**src/hw/tmc_pkg.sv**
```systemverilog
// Purpose: constants, types and decoders for the channel 0 pin-function and
//          interrupt-enable block of a 16-bit timer.
// Assumes: APB with 32-bit data; each 8-bit register sits in one word.
// Notes:   register byte address is four times the register index.
//
// Behaviour
// - A code 000..011: compare; no pin change, drive low, high, toggle.
// - A code 100 captures counter on rising, 101 on falling input edge.
// - A code 110 captures counter into A on both input edges.
// - B code 000..011: compare; no pin change, drive low, high, toggle.
// - B code 100 captures counter on rising, 101 on falling input edge.
// - B code 110 captures counter into B on both input edges.
// - A code sits in control bits 2..0; bit 2 selects capture.
// - B code sits in control bits 6..4; bits 7 and 3 read one.
// - A request passes only while enable bit 0 is one; resets zero.
// - B request passes only while enable bit 1 is one; resets zero.
// - Overflow request passes only while enable bit 2 is one.
// - A flag sets on compare equality or on capture into A.
// - B flag sets on compare equality or on capture into B.
package tmc_pkg;

  localparam int unsigned ADDR_W   = 12;
  localparam int unsigned DATA_W   = 32;
  localparam int unsigned GR_W     = 16;
  localparam int unsigned FN_W     = 3;

  // register indices; byte address is index times four
  localparam logic [9:0] IDX_CTRL = 10'h065;
  localparam logic [9:0] IDX_IEN  = 10'h066;
  localparam logic [9:0] IDX_FLAG = 10'h067;
  localparam logic [9:0] IDX_GRA  = 10'h068;
  localparam logic [9:0] IDX_GRB  = 10'h06C;

  localparam logic [ADDR_W-1:0] ADDR_CTRL = {IDX_CTRL, 2'b00};
  localparam logic [ADDR_W-1:0] ADDR_IEN  = {IDX_IEN, 2'b00};
  localparam logic [ADDR_W-1:0] ADDR_FLAG = {IDX_FLAG, 2'b00};
  localparam logic [ADDR_W-1:0] ADDR_GRA  = {IDX_GRA, 2'b00};
  localparam logic [ADDR_W-1:0] ADDR_GRB  = {IDX_GRB, 2'b00};

  // field positions
  localparam int unsigned A_FN_LSB   = 0;
  localparam int unsigned B_FN_LSB   = 4;
  localparam int unsigned BIT_A      = 0;
  localparam int unsigned BIT_B      = 1;
  localparam int unsigned BIT_OVF    = 2;

  // reset values and read masks
  localparam logic [7:0] CTRL_RESET  = 8'h88;
  localparam logic [7:0] CTRL_FIXED  = 8'h88;
  localparam logic [7:0] LOW3_FIXED  = 8'hF8;
  localparam logic [2:0] IEN_RESET   = 3'h0;
  localparam logic [2:0] FLAG_RESET  = 3'h0;
  localparam logic [15:0] GR_RESET   = 16'hFFFF;

  typedef enum logic [2:0] {
    FN_CMP_NONE  = 3'h0,
    FN_CMP_LOW   = 3'h1,
    FN_CMP_HIGH  = 3'h2,
    FN_CMP_TOG   = 3'h3,
    FN_CAP_RISE  = 3'h4,
    FN_CAP_FALL  = 3'h5,
    FN_CAP_BOTH  = 3'h6,
    FN_CAP_BOTH2 = 3'h7
  } tmc_fn_type;

  function automatic logic fn_is_capture(input logic [2:0] fn);
    fn_is_capture = fn[2];
  endfunction

  // edge selection for capture codes
  function automatic logic fn_capture_hit(input logic [2:0] fn,
                                          input logic       rise,
                                          input logic       fall);
    logic hit;
    hit = 1'b0;
    unique case (tmc_fn_type'(fn))
      FN_CAP_RISE:  hit = rise;
      FN_CAP_FALL:  hit = fall;
      FN_CAP_BOTH:  hit = rise | fall;
      FN_CAP_BOTH2: hit = rise | fall;
      FN_CMP_NONE, FN_CMP_LOW, FN_CMP_HIGH, FN_CMP_TOG: hit = 1'b0;
    endcase
    fn_capture_hit = hit;
  endfunction

endpackage

```
**src/hw/tmc_ch0_io_irq.sv**
```systemverilog
// Purpose: channel 0 pin-function control, match flags and interrupt enables
//          of a 16-bit timer, with an APB register port.
// Assumes: counter and overflow event come from outside; inputs synchronous.
// Notes:   every top output is a flip-flop; APB answers one cycle after
//          the access phase opens.
`timescale 1ns/1ps
module tmc_ch0_io_irq import tmc_pkg::*; (
  input  wire logic              clk,
  input  wire logic              rstn,
  input  wire logic              psel,
  input  wire logic              penable,
  input  wire logic              pwrite,
  input  wire logic [ADDR_W-1:0] paddr,
  input  wire logic [DATA_W-1:0] pwdata,
  output logic      [DATA_W-1:0] prdata,
  output logic                   pready,
  output logic                   pslverr,
  input  wire logic [GR_W-1:0]   timer_count,
  input  wire logic              count_tick,
  input  wire logic              overflow_event,
  input  wire logic              cap_a_in,
  input  wire logic              cap_b_in,
  output logic                   pin_a_out,
  output logic                   pin_a_oe,
  output logic                   pin_b_out,
  output logic                   pin_b_oe,
  output logic                   a_match_irq,
  output logic                   b_match_irq,
  output logic                   overflow_irq,
  output logic                   irq
);

  // software-visible state, plus clear_armed which software cannot read
  logic [2:0]      a_function;
  logic [2:0]      b_function;
  logic [2:0]      irq_enable;
  logic [2:0]      flags;
  logic [2:0]      clear_armed;

  // bus decode
  wire access   = psel & penable;
  wire finish   = access & pready;
  wire wr_fire  = finish & pwrite;
  wire rd_load  = access & ~pready & ~pwrite;
  wire hit_ctrl = (paddr == ADDR_CTRL);
  wire hit_ien  = (paddr == ADDR_IEN);
  wire hit_flag = (paddr == ADDR_FLAG);
  wire hit_gra  = (paddr == ADDR_GRA);
  wire hit_grb  = (paddr == ADDR_GRB);
  wire mapped   = hit_ctrl | hit_ien | hit_flag | hit_gra | hit_grb;

  // channel array, A at index 0, B at index 1
  logic [2:0]      ch_func  [2];
  logic [GR_W-1:0] ch_wdata [2];
  logic [GR_W-1:0] ch_gr    [2];
  logic            ch_cap   [2];
  logic            ch_wr    [2];
  logic            ch_hit   [2];
  logic            ch_pin   [2];
  logic            ch_oe    [2];

  assign ch_func[0] = a_function;
  assign ch_func[1] = b_function;
  assign ch_cap[0]  = cap_a_in;
  assign ch_cap[1]  = cap_b_in;
  assign ch_wr[0]   = wr_fire & hit_gra;
  assign ch_wr[1]   = wr_fire & hit_grb;

  genvar gi;
  generate
    for (gi = 0; gi < 2; gi++) begin : g_ch
      assign ch_wdata[gi] = pwdata[GR_W-1:0];
      tmc_channel u_ch (
        .clk        (clk),
        .rstn       (rstn),
        .func       (ch_func[gi]),
        .count      (timer_count),
        .count_tick (count_tick),
        .cap_in     (ch_cap[gi]),
        .wr_en      (ch_wr[gi]),
        .wr_data    (ch_wdata[gi]),
        .gr         (ch_gr[gi]),
        .hit        (ch_hit[gi]),
        .pin_out    (ch_pin[gi]),
        .pin_oe     (ch_oe[gi])
      );
    end
  endgenerate

  // events by flag bit position
  wire [2:0] events = {overflow_event, ch_hit[1], ch_hit[0]};

  // control register: A field bits 2..0, B field bits 6..4
  always_ff @(posedge clk or negedge rstn) begin
    if (!rstn) begin
      a_function <= CTRL_RESET[A_FN_LSB +: FN_W];
      b_function <= CTRL_RESET[B_FN_LSB +: FN_W];
    end else if (wr_fire && hit_ctrl) begin
      a_function <= pwdata[A_FN_LSB +: FN_W];
      b_function <= pwdata[B_FN_LSB +: FN_W];
    end
  end

  always_ff @(posedge clk or negedge rstn) begin
    if (!rstn) begin
      irq_enable <= IEN_RESET;
    end else if (wr_fire && hit_ien) begin
      irq_enable <= pwdata[2:0];
    end
  end

  // flag clear needs a prior read that saw the bit set; writing one
  // does nothing. a new event in the clearing cycle keeps the flag.
  wire       flag_wr   = wr_fire & hit_flag;
  wire [2:0] clear_req = flag_wr ? (clear_armed & ~pwdata[2:0]) : 3'h0;
  wire [2:0] next_flags = events | (flags & ~clear_req);

  always_ff @(posedge clk or negedge rstn) begin
    if (!rstn) begin
      flags <= FLAG_RESET;
    end else begin
      flags <= next_flags;
    end
  end

  // arm with the very value the read returns, so a flag set while the
  // read is in flight cannot be cleared unseen
  always_ff @(posedge clk or negedge rstn) begin
    if (!rstn) begin
      clear_armed <= 3'h0;
    end else if (rd_load && hit_flag) begin
      clear_armed <= flags;
    end else if (flag_wr) begin
      clear_armed <= 3'h0;
    end
  end

  // requests pass through their enable
  wire [2:0] next_req = next_flags & irq_enable;

  always_ff @(posedge clk or negedge rstn) begin
    if (!rstn) begin
      a_match_irq  <= 1'b0;
      b_match_irq  <= 1'b0;
      overflow_irq <= 1'b0;
      irq          <= 1'b0;
    end else begin
      a_match_irq  <= next_req[BIT_A];
      b_match_irq  <= next_req[BIT_B];
      overflow_irq <= next_req[BIT_OVF];
      irq          <= |next_req;
    end
  end

  always_ff @(posedge clk or negedge rstn) begin
    if (!rstn) begin
      pin_a_out <= 1'b0;
      pin_a_oe  <= 1'b0;
      pin_b_out <= 1'b0;
      pin_b_oe  <= 1'b0;
    end else begin
      pin_a_out <= ch_pin[0];
      pin_a_oe  <= ch_oe[0];
      pin_b_out <= ch_pin[1];
      pin_b_oe  <= ch_oe[1];
    end
  end

  // read mux; unused bits of the 8-bit registers read one
  wire [7:0] ctrl_rd = CTRL_FIXED | {1'b0, b_function, 1'b0, a_function};
  wire [7:0] ien_rd  = LOW3_FIXED | {5'h00, irq_enable};
  wire [7:0] flag_rd = LOW3_FIXED | {5'h00, flags};

  logic [DATA_W-1:0] next_rdata;
  always_comb begin
    next_rdata = 32'h0000_0000;
    if (hit_ctrl) begin
      next_rdata = {24'h00_0000, ctrl_rd};
    end else if (hit_ien) begin
      next_rdata = {24'h00_0000, ien_rd};
    end else if (hit_flag) begin
      next_rdata = {24'h00_0000, flag_rd};
    end else if (hit_gra) begin
      next_rdata = {16'h0000, ch_gr[0]};
    end else if (hit_grb) begin
      next_rdata = {16'h0000, ch_gr[1]};
    end
  end

  // ready one cycle into the access phase, then dropped for one cycle
  always_ff @(posedge clk or negedge rstn) begin
    if (!rstn) begin
      pready  <= 1'b0;
      pslverr <= 1'b0;
      prdata  <= 32'h0000_0000;
    end else begin
      pready  <= access & ~pready;
      pslverr <= access & ~pready & ~mapped;
      if (rd_load) begin
        prdata <= next_rdata;
      end
    end
  end

endmodule

```
**src/hw/tmc_channel.sv**
```systemverilog
// Purpose: one general register working as compare or capture register.
// Assumes: count and cap_in are synchronous to clk.
// Notes:   capture beats a software write landing in the same cycle.
`timescale 1ns/1ps
module tmc_channel import tmc_pkg::*; (
  input  wire logic            clk,
  input  wire logic            rstn,
  input  wire logic [2:0]      func,
  input  wire logic [GR_W-1:0] count,
  input  wire logic            count_tick,
  input  wire logic            cap_in,
  input  wire logic            wr_en,
  input  wire logic [GR_W-1:0] wr_data,
  output logic      [GR_W-1:0] gr,
  output logic                 hit,
  output logic                 pin_out,
  output logic                 pin_oe
);

  logic cap_prev;

  wire rise    = cap_in & ~cap_prev;
  wire fall    = ~cap_in & cap_prev;
  // capture on selected edge, 111 falls into both-edge case
  wire cap_hit = fn_capture_hit(func, rise, fall);
  // compare only on a counter step, so a stopped counter matches once
  wire cmp_hit = ~fn_is_capture(func) & count_tick & (count == gr);

  logic next_pin;
  always_comb begin
    next_pin = pin_out;
    if (cmp_hit) begin
      unique case (func[1:0])
        2'h0: next_pin = pin_out;
        2'h1: next_pin = 1'b0;
        2'h2: next_pin = 1'b1;
        2'h3: next_pin = ~pin_out;
      endcase
    end
  end

  assign hit = cap_hit | cmp_hit;

  always_ff @(posedge clk or negedge rstn) begin
    if (!rstn) begin
      cap_prev <= 1'b0;
    end else begin
      cap_prev <= cap_in;
    end
  end

  always_ff @(posedge clk or negedge rstn) begin
    if (!rstn) begin
      gr <= GR_RESET;
    end else if (cap_hit) begin
      gr <= count;
    end else if (wr_en) begin
      gr <= wr_data;
    end
  end

  // pin level is kept while in capture mode; only enable drops
  always_ff @(posedge clk or negedge rstn) begin
    if (!rstn) begin
      pin_out <= 1'b0;
      pin_oe  <= 1'b0;
    end else begin
      pin_out <= next_pin;
      pin_oe  <= ~fn_is_capture(func) & (func[1:0] != 2'h0);
    end
  end

endmodule

```
**config.mk**
```make
export PLATFORM = sky130hd
export DESIGN_NAME = tmc_ch0_io_irq
export DESIGN_NICKNAME = d
export VERILOG_FILES = /design/src/hw/tmc_pkg.sv /design/src/hw/tmc_ch0_io_irq.sv /design/src/hw/tmc_channel.sv
export SDC_FILE = /design/constraint.sdc
export NUM_CORES = 1
export LEC_CHECK = 0
export BUFFER_PORTS_ARGS = -buffer_cell sky130_fd_sc_hd__buf_2
export CAP_MARGIN = 20
export CORE_UTILIZATION = 35
export CTS_CLUSTER_SIZE = 8
export DETAILED_ROUTE_END_ITERATION = 10
export PLACE_DENSITY_LB_ADDON = 0.1
export SYNTH_ARGS = -nofsm -noshare
export SYNTH_HDL_FRONTEND = slang
export SYNTH_SLANG_ARGS = --single-unit
```
**constraint.sdc**
```tcl
create_clock -name clk -period 3.4 [get_ports clk]
set_clock_uncertainty 0.2 [all_clocks]
set_input_delay 0.68 -clock clk [delete_from_list [all_inputs] [get_ports clk]]
set_output_delay 0.68 -clock clk [all_outputs]
set_load 0.05 [all_outputs]
```
**After elaboration in Yosys (flattened, before gate mapping)**

Cells that the tools add are included.

- Equality and inequality tests: 27
- Muxes and demuxes: 16
- Bitwise operators: 46
- Reduce and logical (&&, ||, !) cells: 19

Operators by type and width:

| cell | count |
|---|---|
| 2-to-1 mux 16 bit | 7 |
| 2-to-1 mux 32 bit | 2 |
| == test 12 x 9 -> 1 bit, second input constant | 5 |
| == test 16 bit | 2 |
| == test 3 bit, second input constant | 8 |
| bitwise AND 1 bit | 19 |
| inverter 1 bit | 13 |
| == test 3 x 2 -> 1 bit, second input constant | 4 |
| nonzero test 2 bit | 5 |
| bitwise AND 3 bit | 3 |
| 2-to-1 mux 3 bit | 3 |
| == test 2 bit, second input constant | 4 |
| OR 1 bit | 8 |
| one-hot mux 1 bit (4 select lines) | 2 |
| OR reduction 4 bit | 2 |
| == test 3 x 1 -> 1 bit, second input constant | 2 |
| logical NOT 3 bit | 2 |
| inverter 3 bit | 2 |
| one-hot mux 1 bit (3 select lines) | 2 |
| == test 2 x 1 -> 1 bit, second input constant | 2 |
| logical NOT 2 bit | 2 |
| AND reduction 2 bit | 2 |
| OR reduction 2 bit | 2 |
| logical AND 1 bit | 3 |
| other kinds (2) | 2 |

- Flip-flop bits (word level): 95
- Input bits: 69
- Output and inout bits: 42
- Word-level logic and storage cells: 132

**Logic depth before layout (Yosys ltp)**

Gate-level depths: netlist of run 1.

- Depth in word-level cells: 10
- Gate-level depth with buffers: 9
- Depth with buffers taken out: 7

**Cells and area by module**

A second synthesis of run 1 with hierarchy kept.

- Cells, all modules: 428
- Area total of the unflattened synthesis: 4398.0 sq um

By module, submodules not included:

| module | instances | cells each | area an instance (sq um) | seq. area each (sq um) |
|---|---|---|---|---|
| tmc_channel | 2 | 108 | 1106.1 | 495.5 |
| tmc_ch0_io_irq | 1 | 212 | 2185.8 | 1026.0 |

**Least setup slack after synthesis of run 1**

No wires, ideal clock.

- Kind: input -> register
- Start point: input port paddr[9]
- End point: register a_function[0]
- Library setup time: 0.125 ns
- Data arrival time: 2.143 ns
- Data required time: 3.075 ns
- Setup slack: 0.932 ns
- Stages: 6
- Buffers on the path: 1
- Cells stage by stage: nor4b_4 -> nand3_2 -> buf_6 -> or3b_4 -> nor2_4 -> mux2_2

- Longest elaborated chain between the ends: 2

RTL lines:

| item | RTL line | RTL |
|---|---|---|
| from (decl) | tmc_ch0_io_irq.sv:13 | `input wire logic [ADDR_W-1:0] paddr,` |
| == test 12 x 9 -> 1 bit | tmc_ch0_io_irq.sv:45 | `wire hit_ctrl = (paddr == ADDR_CTRL);` |
| logical AND 1 bit | tmc_ch0_io_irq.sv:98 | `end else if (wr_fire && hit_ctrl) begin` |
| to (signal assigned) | tmc_ch0_io_irq.sv:96 | `a_function <= CTRL_RESET[A_FN_LSB +: FN_W];` |
| to (signal assigned) | tmc_ch0_io_irq.sv:99 | `a_function <= pwdata[A_FN_LSB +: FN_W];` |
| to (decl) | tmc_ch0_io_irq.sv:34 | `logic [2:0] a_function;` |

Every way passes these cells.
A chain may end at the register's enable or synchronous reset.

**Final worst setup path of run 1**

- Start point: input port paddr[4]
- End point: register a_function[2]

The elaborated chain is that of the path after synthesis.

==> metrics.cfg, run 1 <==
[outcome]
status=completed

[floorplanning]
die_y_um=111
start_util_pct=36.2
core_um2=11500
io_pins=111
row_count=39
die_area_um2=12300
die_w_um=111

[clocking]
clock_latency_ns=0.33
cts_made_buffers=9
cts_resized=0
clk_path_buf_depth=2
cts_setup_buffers=0
cts_hold_buf=0
cts_tree=built
htree_levels=3
path_clk_slew_ns=0.06
cts_root_buf=clkbuf_16
cts.sinks=79

[final_layout]
num-fill-cells=1163
syn2layout_area_growth_pct=20.4
antenna_cells=0
layout-drive-gt1-share_pct=33.3
multi_input_area_um2=1970
seqCellArea_um2=2020
nets=555

[synthesis]
syn_inst=398
synth-seq-cells=79
synth_top_area_share_pct=28.3
synth_area_leaders=dfrtp_1 (28%), dfstp_2 (20%), mux2i_1 (7.2%), nor2_1 (5.4%), xnor2_1 (4.9%)
async_reset_ff_share_pct=100
ys_types=48
synth_seq_area_share_pct=48.6
synth_area_leader_cell=dfrtp_1
synth_enable_flop_cells=0
ys.flop_type=dfrtp_1
postSynthAreaPerCell_um2=10.4
netlist_area_um2=4150
yosys_warnings=0

[worst_setup_path]
slowest_delay_ns=0.52
crit_chain=buf_2 -> nor2b_1 -> nand3_2 -> or3b_4 -> nor2_4 -> mux2_2
cpMaxStageDelayCell=or3b_4
r2r_start=g_ch[0].u_ch.cap_prev$_DFF_PN0_
cp.arrival_ns=2.46
critPathCaptureType=flop
start_kind=primary input
cp_data_required_time_ns=3.42
crit_fanout=11
crit_start=paddr[4]
critPathKind=in2reg

[placed_design]
hpwlAfterDp_mm=7.67
pre_cts_ws_ns=0.633
portBuffers=78
gp_congestion=0.790

[drt]
dr.pass1.iters=4
wl_mm=10.9
route.detailed.drc=0
via_count=3183
wl_per_cell_um=17.4
ant_nets=0
via_per_inst=5.05
drt-initial-drc-count=109

[power]
p_leak_nw=2.47
power_density_nw_per_um2=443
ir_worst_vdd_uv=195

[global_route]
grt_max_degree=80
grt_use_total_pct=18.7
first_global_vias=3149
grt_overflow=0
grt_pass1_wl_mm=17.5
grt_antenna_before_repair=0

[sta]
hold_viol_final=0
setup_viol_count_final=0
max_freq_mhz=410
setup_slack_ns=0.962
tightest_slew_ns=0.534
grt_setup_unrepaired=false
period_share_pct=71.7
relSlewSlack_pct=64.4
fin_crit_ns=2.44
setup-tns-final_ns=0
finalMaxSlewViolations=0

[job]
drv_cap=0

[worst_hold_path]
hp-class=in2async

-- path summary, 6_finish.rpt --
kind                       slack [ns]                             end  depth (start not counted)
max                              0.96       a_function[2]$_DFFE_PN0P_                          6
min                              0.12       irq_enable[1]$_DFFE_PN0P_                          1
max reg2reg                      1.14  g_ch[0].u_ch.gr[8]$_DFFE_PN1P_                          7
min reg2reg                      0.15              pin_a_oe$_DFF_PN0_                          0
max in group asynchronous        2.21  g_ch[1].u_ch.gr[6]$_DFFE_PN1P_                          2
min in group clk                 0.15              pin_a_oe$_DFF_PN0_                          0
-- kinds of logic (layout without fill, tap and decap cells) --
kind of cell	count (synthesis)	count (layout)	synth area share, %
compound gates	89	89	14.0
flops	79	79	48.6
mux	41	41	10.2
xor+xnor	29	29	6.12
other cells	1	16	0.0903
simple gates	112	112	14.0
fa+ha+maj	4	4	1.21
buf+inv	43	117	5.82
-- layout by cell type, fill, tap and decap left out, drive strengths merged, types with 2 or more instances in the layout --
cell type and count:
buf 90, nor2 61, dfrtp 47, a21oi 40
dfstp 32, mux2i 30, xnor2 23, nand2 16
a221oi 16, conb 16, o21ai 16, clkbuf 13
inv 11, mux2 11, nor3 9, xor2 6
nand4 5, o41ai 5, ha 4, nor4 3
a22o 3, clkinv 3, nand3 3, or2 3
o211ai 2, nor4b 2, nor2b 2, o21a 2
or3 2, a31oi 2
-- synth_stat cells, types with 4 or more instances --
cell type / n
nand2_1: 16
dfstp_2: 32
clkbuf_1: 5
nand4_1: 4
o21ai_0: 14
nor3_1: 7
a221oi_1: 16
buf_4: 16
mux2_2: 10
xnor2_1: 23
inv_1: 11
a21oi_1: 40
nor2_1: 60
dfrtp_1: 47
buf_2: 10
mux2i_1: 30
xor2_1: 6
ha_1: 4
-- power breakdown --
part | total, mW | switching (mW) | leakage [nW] | internal (mW)
Combinational | 0.288 | 0.210 | 1.36 | 0.0780
Sequential | 0.976 | 0.0115 | 0.959 | 0.964
Clock | 0.953 | 0.382 | 0.151 | 0.571
-- state kept, by name (all words and copies together) (netlist names), 2 cells and up --
| signal | cells |
|---|---|
| g_ch.u_ch.gr | 32 |
| prdata | 16 |
| a_function | 3 |
| b_function | 3 |
| clear_armed | 3 |
| flags | 3 |
| irq_enable | 3 |
| g_ch.u_ch.cap_prev | 2 |
| g_ch.u_ch.pin_oe | 2 |
| g_ch.u_ch.pin_out | 2 |
-- critical path: cells and delay by family --
kind | cells | cell delay (ns)
mux | 1 | 0.35
simple gates | 4 | 1.26
buf+inv | 1 | 0.16
-- final cells by class --
type	instances	share of cell area (%)
Clock inverter	3	0.300
Tap cell	143	3.58
Inverter	11	0.826
Timing Repair Buffer	90	9.91
Multi-Input combinational cell	291	39.4
Sequential cell	79	40.3
Clock buffer	13	5.61
-- metal layers --
layer  vias to the layer above  GRT usage [%]  wire length, um
met2                        81           28.1             5030
met4                         0           7.29              180
met3                        10           3.12              502
li1                       1548              -                -
met5                         -              0                0
met1                      1544           26.7             5220
-- through the flow --
| stage | area [um^2] | std cells | power [mW] | util [%] | hold WS (ns) |
|---|---|---|---|---|---|
| after global routing | 5000 | 630 | 2.30 | 43.6 | 0.160 |
| after CTS | 4980 | 629 | 2.25 | 43.4 | 0.151 |
| after global placement | 4680 | 613 | 1.28 | 40.9 | 0.132 |
| final | 5000 | 630 | 2.22 | 43.6 | 0.123 |
| after detailed placement | 4680 | 613 | 1.28 | 40.9 | 0.136 |
| after floorplan | 4210 | 413 | 1.18 | - | 0.131 |
Note: power is estimated with default switching activity, not from simulation.
==> run 2, diff against run 1 <==
==> constraint.sdc (replaced) <==
create_clock -name clk -period 2.5 [get_ports clk]
set_clock_uncertainty 0.2 [all_clocks]
set_input_delay 0.5 -clock clk [delete_from_list [all_inputs] [get_ports clk]]
set_output_delay 0.5 -clock clk [all_outputs]
set_load 0.05 [all_outputs]
==> run 2 against run 1 <==
Combinational power rose by 38%. Clock power grew 62%. Register-to-register slack got worse by 0.88 ns. Critical path type is now reg2reg. Die area unchanged. First-iteration DRC count grew 13%. Cell area increased by 4.1%. Power is 47% higher. Sequential share of layout area shrank 1.6 points. Via count grew 3.6%. Global-route usage grew 0.54 points. Largest cell class unchanged.
==> metrics.cfg, run 2 (synthesis gave the netlist of run 1 again) <==
[final_layout]
final_cell_mix=buf_2 (77), nor2_1 (60), dfrtp_1 (47)
reg_top3=g_ch.u_ch.gr: 32 flops, prdata: 16 flops
mostFrequentLayoutCell=buf_2
fin_area_um2=5200
seqCellArea_um2=2020
nets=570
num-fill-cells=1123
layout-drive-gt1-share_pct=35.1
syn2layout_area_growth_pct=25.3
antenna_cells=0
largest_reg_flops=32
multi_input_area_um2=1970
top_register=g_ch.u_ch.gr

[clocking]
cts_made_buffers=9
cts_root_buf=clkbuf_16
path_clk_slew_ns=0.06
clk_path_buf_depth=2
htree_levels=3
clock_latency_ns=0.34
cts_setup_buffers=0
cts.sinks=79
cts_resized=0
cts_tree=built
cts_hold_buf=1

[power]
pwr-share-comb_pct=12.2
p_int_mw=2.42
ir_worst_vdd_uv=292
power_density_nw_per_um2=627
clock_power_share_pct=47.1
pwr-share-seq_pct=40.7
power.switching_mw=0.840
p_leak_nw=2.57
sw_frac_of_total_pct=25.8

[global_route]
grt_pass1_wl_mm=17.9
grt_max_degree=56
first_global_vias=3295
grt_overflow=0
grt_use_total_pct=19.2
grt_antenna_before_repair=0

[job]
drv_cap=0

[worst_setup_path]
cp.arrival_ns=2.26
cp_data_required_time_ns=2.52
start_kind=flop
crit_fanout=3
critPathKind=reg2reg
critPathCaptureType=flop

[floorplanning]
die_y_um=111
start_util_pct=36.2
row_count=39
core_um2=11500
io_pins=111
die_w_um=111
die_area_um2=12300

[placed_design]
gp_congestion=0.801
hpwlAfterDp_mm=8.11
portBuffers=78
post_dp_cell_area_um2=4850

[sta]
setup-tns-final_ns=0
finalMaxSlewViolations=0
grt_setup_unrepaired=false
max_freq_mhz=447
hold_viol_final=0
period_share_pct=89.5
fin_crit_ns=2.24
setup_viol_count_final=0

[drt]
route.detailed.drc=0
drt-initial-drc-count=123
via_count=3299
wl_per_cell_um=17.2
via_per_inst=5.11
wl_mm=11.1
ant_nets=0
dr.pass1.iters=4

[outcome]
status=completed

[worst_hold_path]
hp-class=in2reg

run 2: final timing paths:
path,start,to,slack [ns],cells after the start
worst max-delay path,g_ch[0].u_ch.cap_prev$_DFF_PN0_,irq$_DFF_PN0_,0.26,7
worst min-delay path,cap_b_in,g_ch[1].u_ch.cap_prev$_DFF_PN0_,0.1,1
worst max register to register,g_ch[0].u_ch.cap_prev$_DFF_PN0_,irq$_DFF_PN0_,0.26,7
worst min register to register,g_ch[0].u_ch.pin_oe$_DFF_PN0_,pin_a_oe$_DFF_PN0_,0.15,0
max in group asynchronous,rstn,g_ch[1].u_ch.gr[8]$_DFFE_PN1P_,1.03,3
min in group asynchronous,rstn,b_match_irq$_DFF_PN0_,0.41,2
run 2: per-stage QoR:
stage	worst slack (ns)	hold WS [ns]	power, mW	std cells	utilization (%)
after floorplan	0.127	0.00441	1.60	413	-
after global placement	-0.0236	0.133	1.75	628	42.3
after detailed placement	-0.0415	0.137	1.75	628	42.3
after CTS	0.223	0.0933	3.29	645	45.4
after global routing	0.119	0.103	3.37	645	45.4
final	0.263	0.0969	3.26	645	45.4
run 2: worst max-delay path, cell delays in order, from the launching register on:
cell	delay [ns]
dfrtp_1	0.36
inv_1	0.05
ha_1	0.17
mux2_2	0.25
o211ai_1	0.39
nand2_1	0.12
o21a_1	0.22
or3_1	0.36
run 2: cell type report:
cell class	count	area share, %
Timing Repair Buffer	105	12.5
Sequential cell	79	38.8
Clock buffer	10	4.59
Clock inverter	6	2.07
Tap cell	143	3.44
Inverter	11	0.793
Multi-Input combinational cell	291	37.9
run 2: power by group through the flow:
stage | Sequential [mW] | Clock (mW) | Combinational, mW
after floorplan | 1.44 | 0 | 0.162
after global placement | 1.35 | 0 | 0.398
after detailed placement | 1.35 | 0 | 0.401
after CTS | 1.33 | 1.56 | 0.403
after global routing | 1.33 | 1.61 | 0.429
final | 1.33 | 1.54 | 0.397
run 2: metal layers:
layer  vias up  routed length, um  GRT usage [%]
met4         0                206           7.47
met1      1621               5160           25.7
li1       1582                  -              -
met2        83               5250           30.5
met3        13                482           3.99
met5         -                  0              0
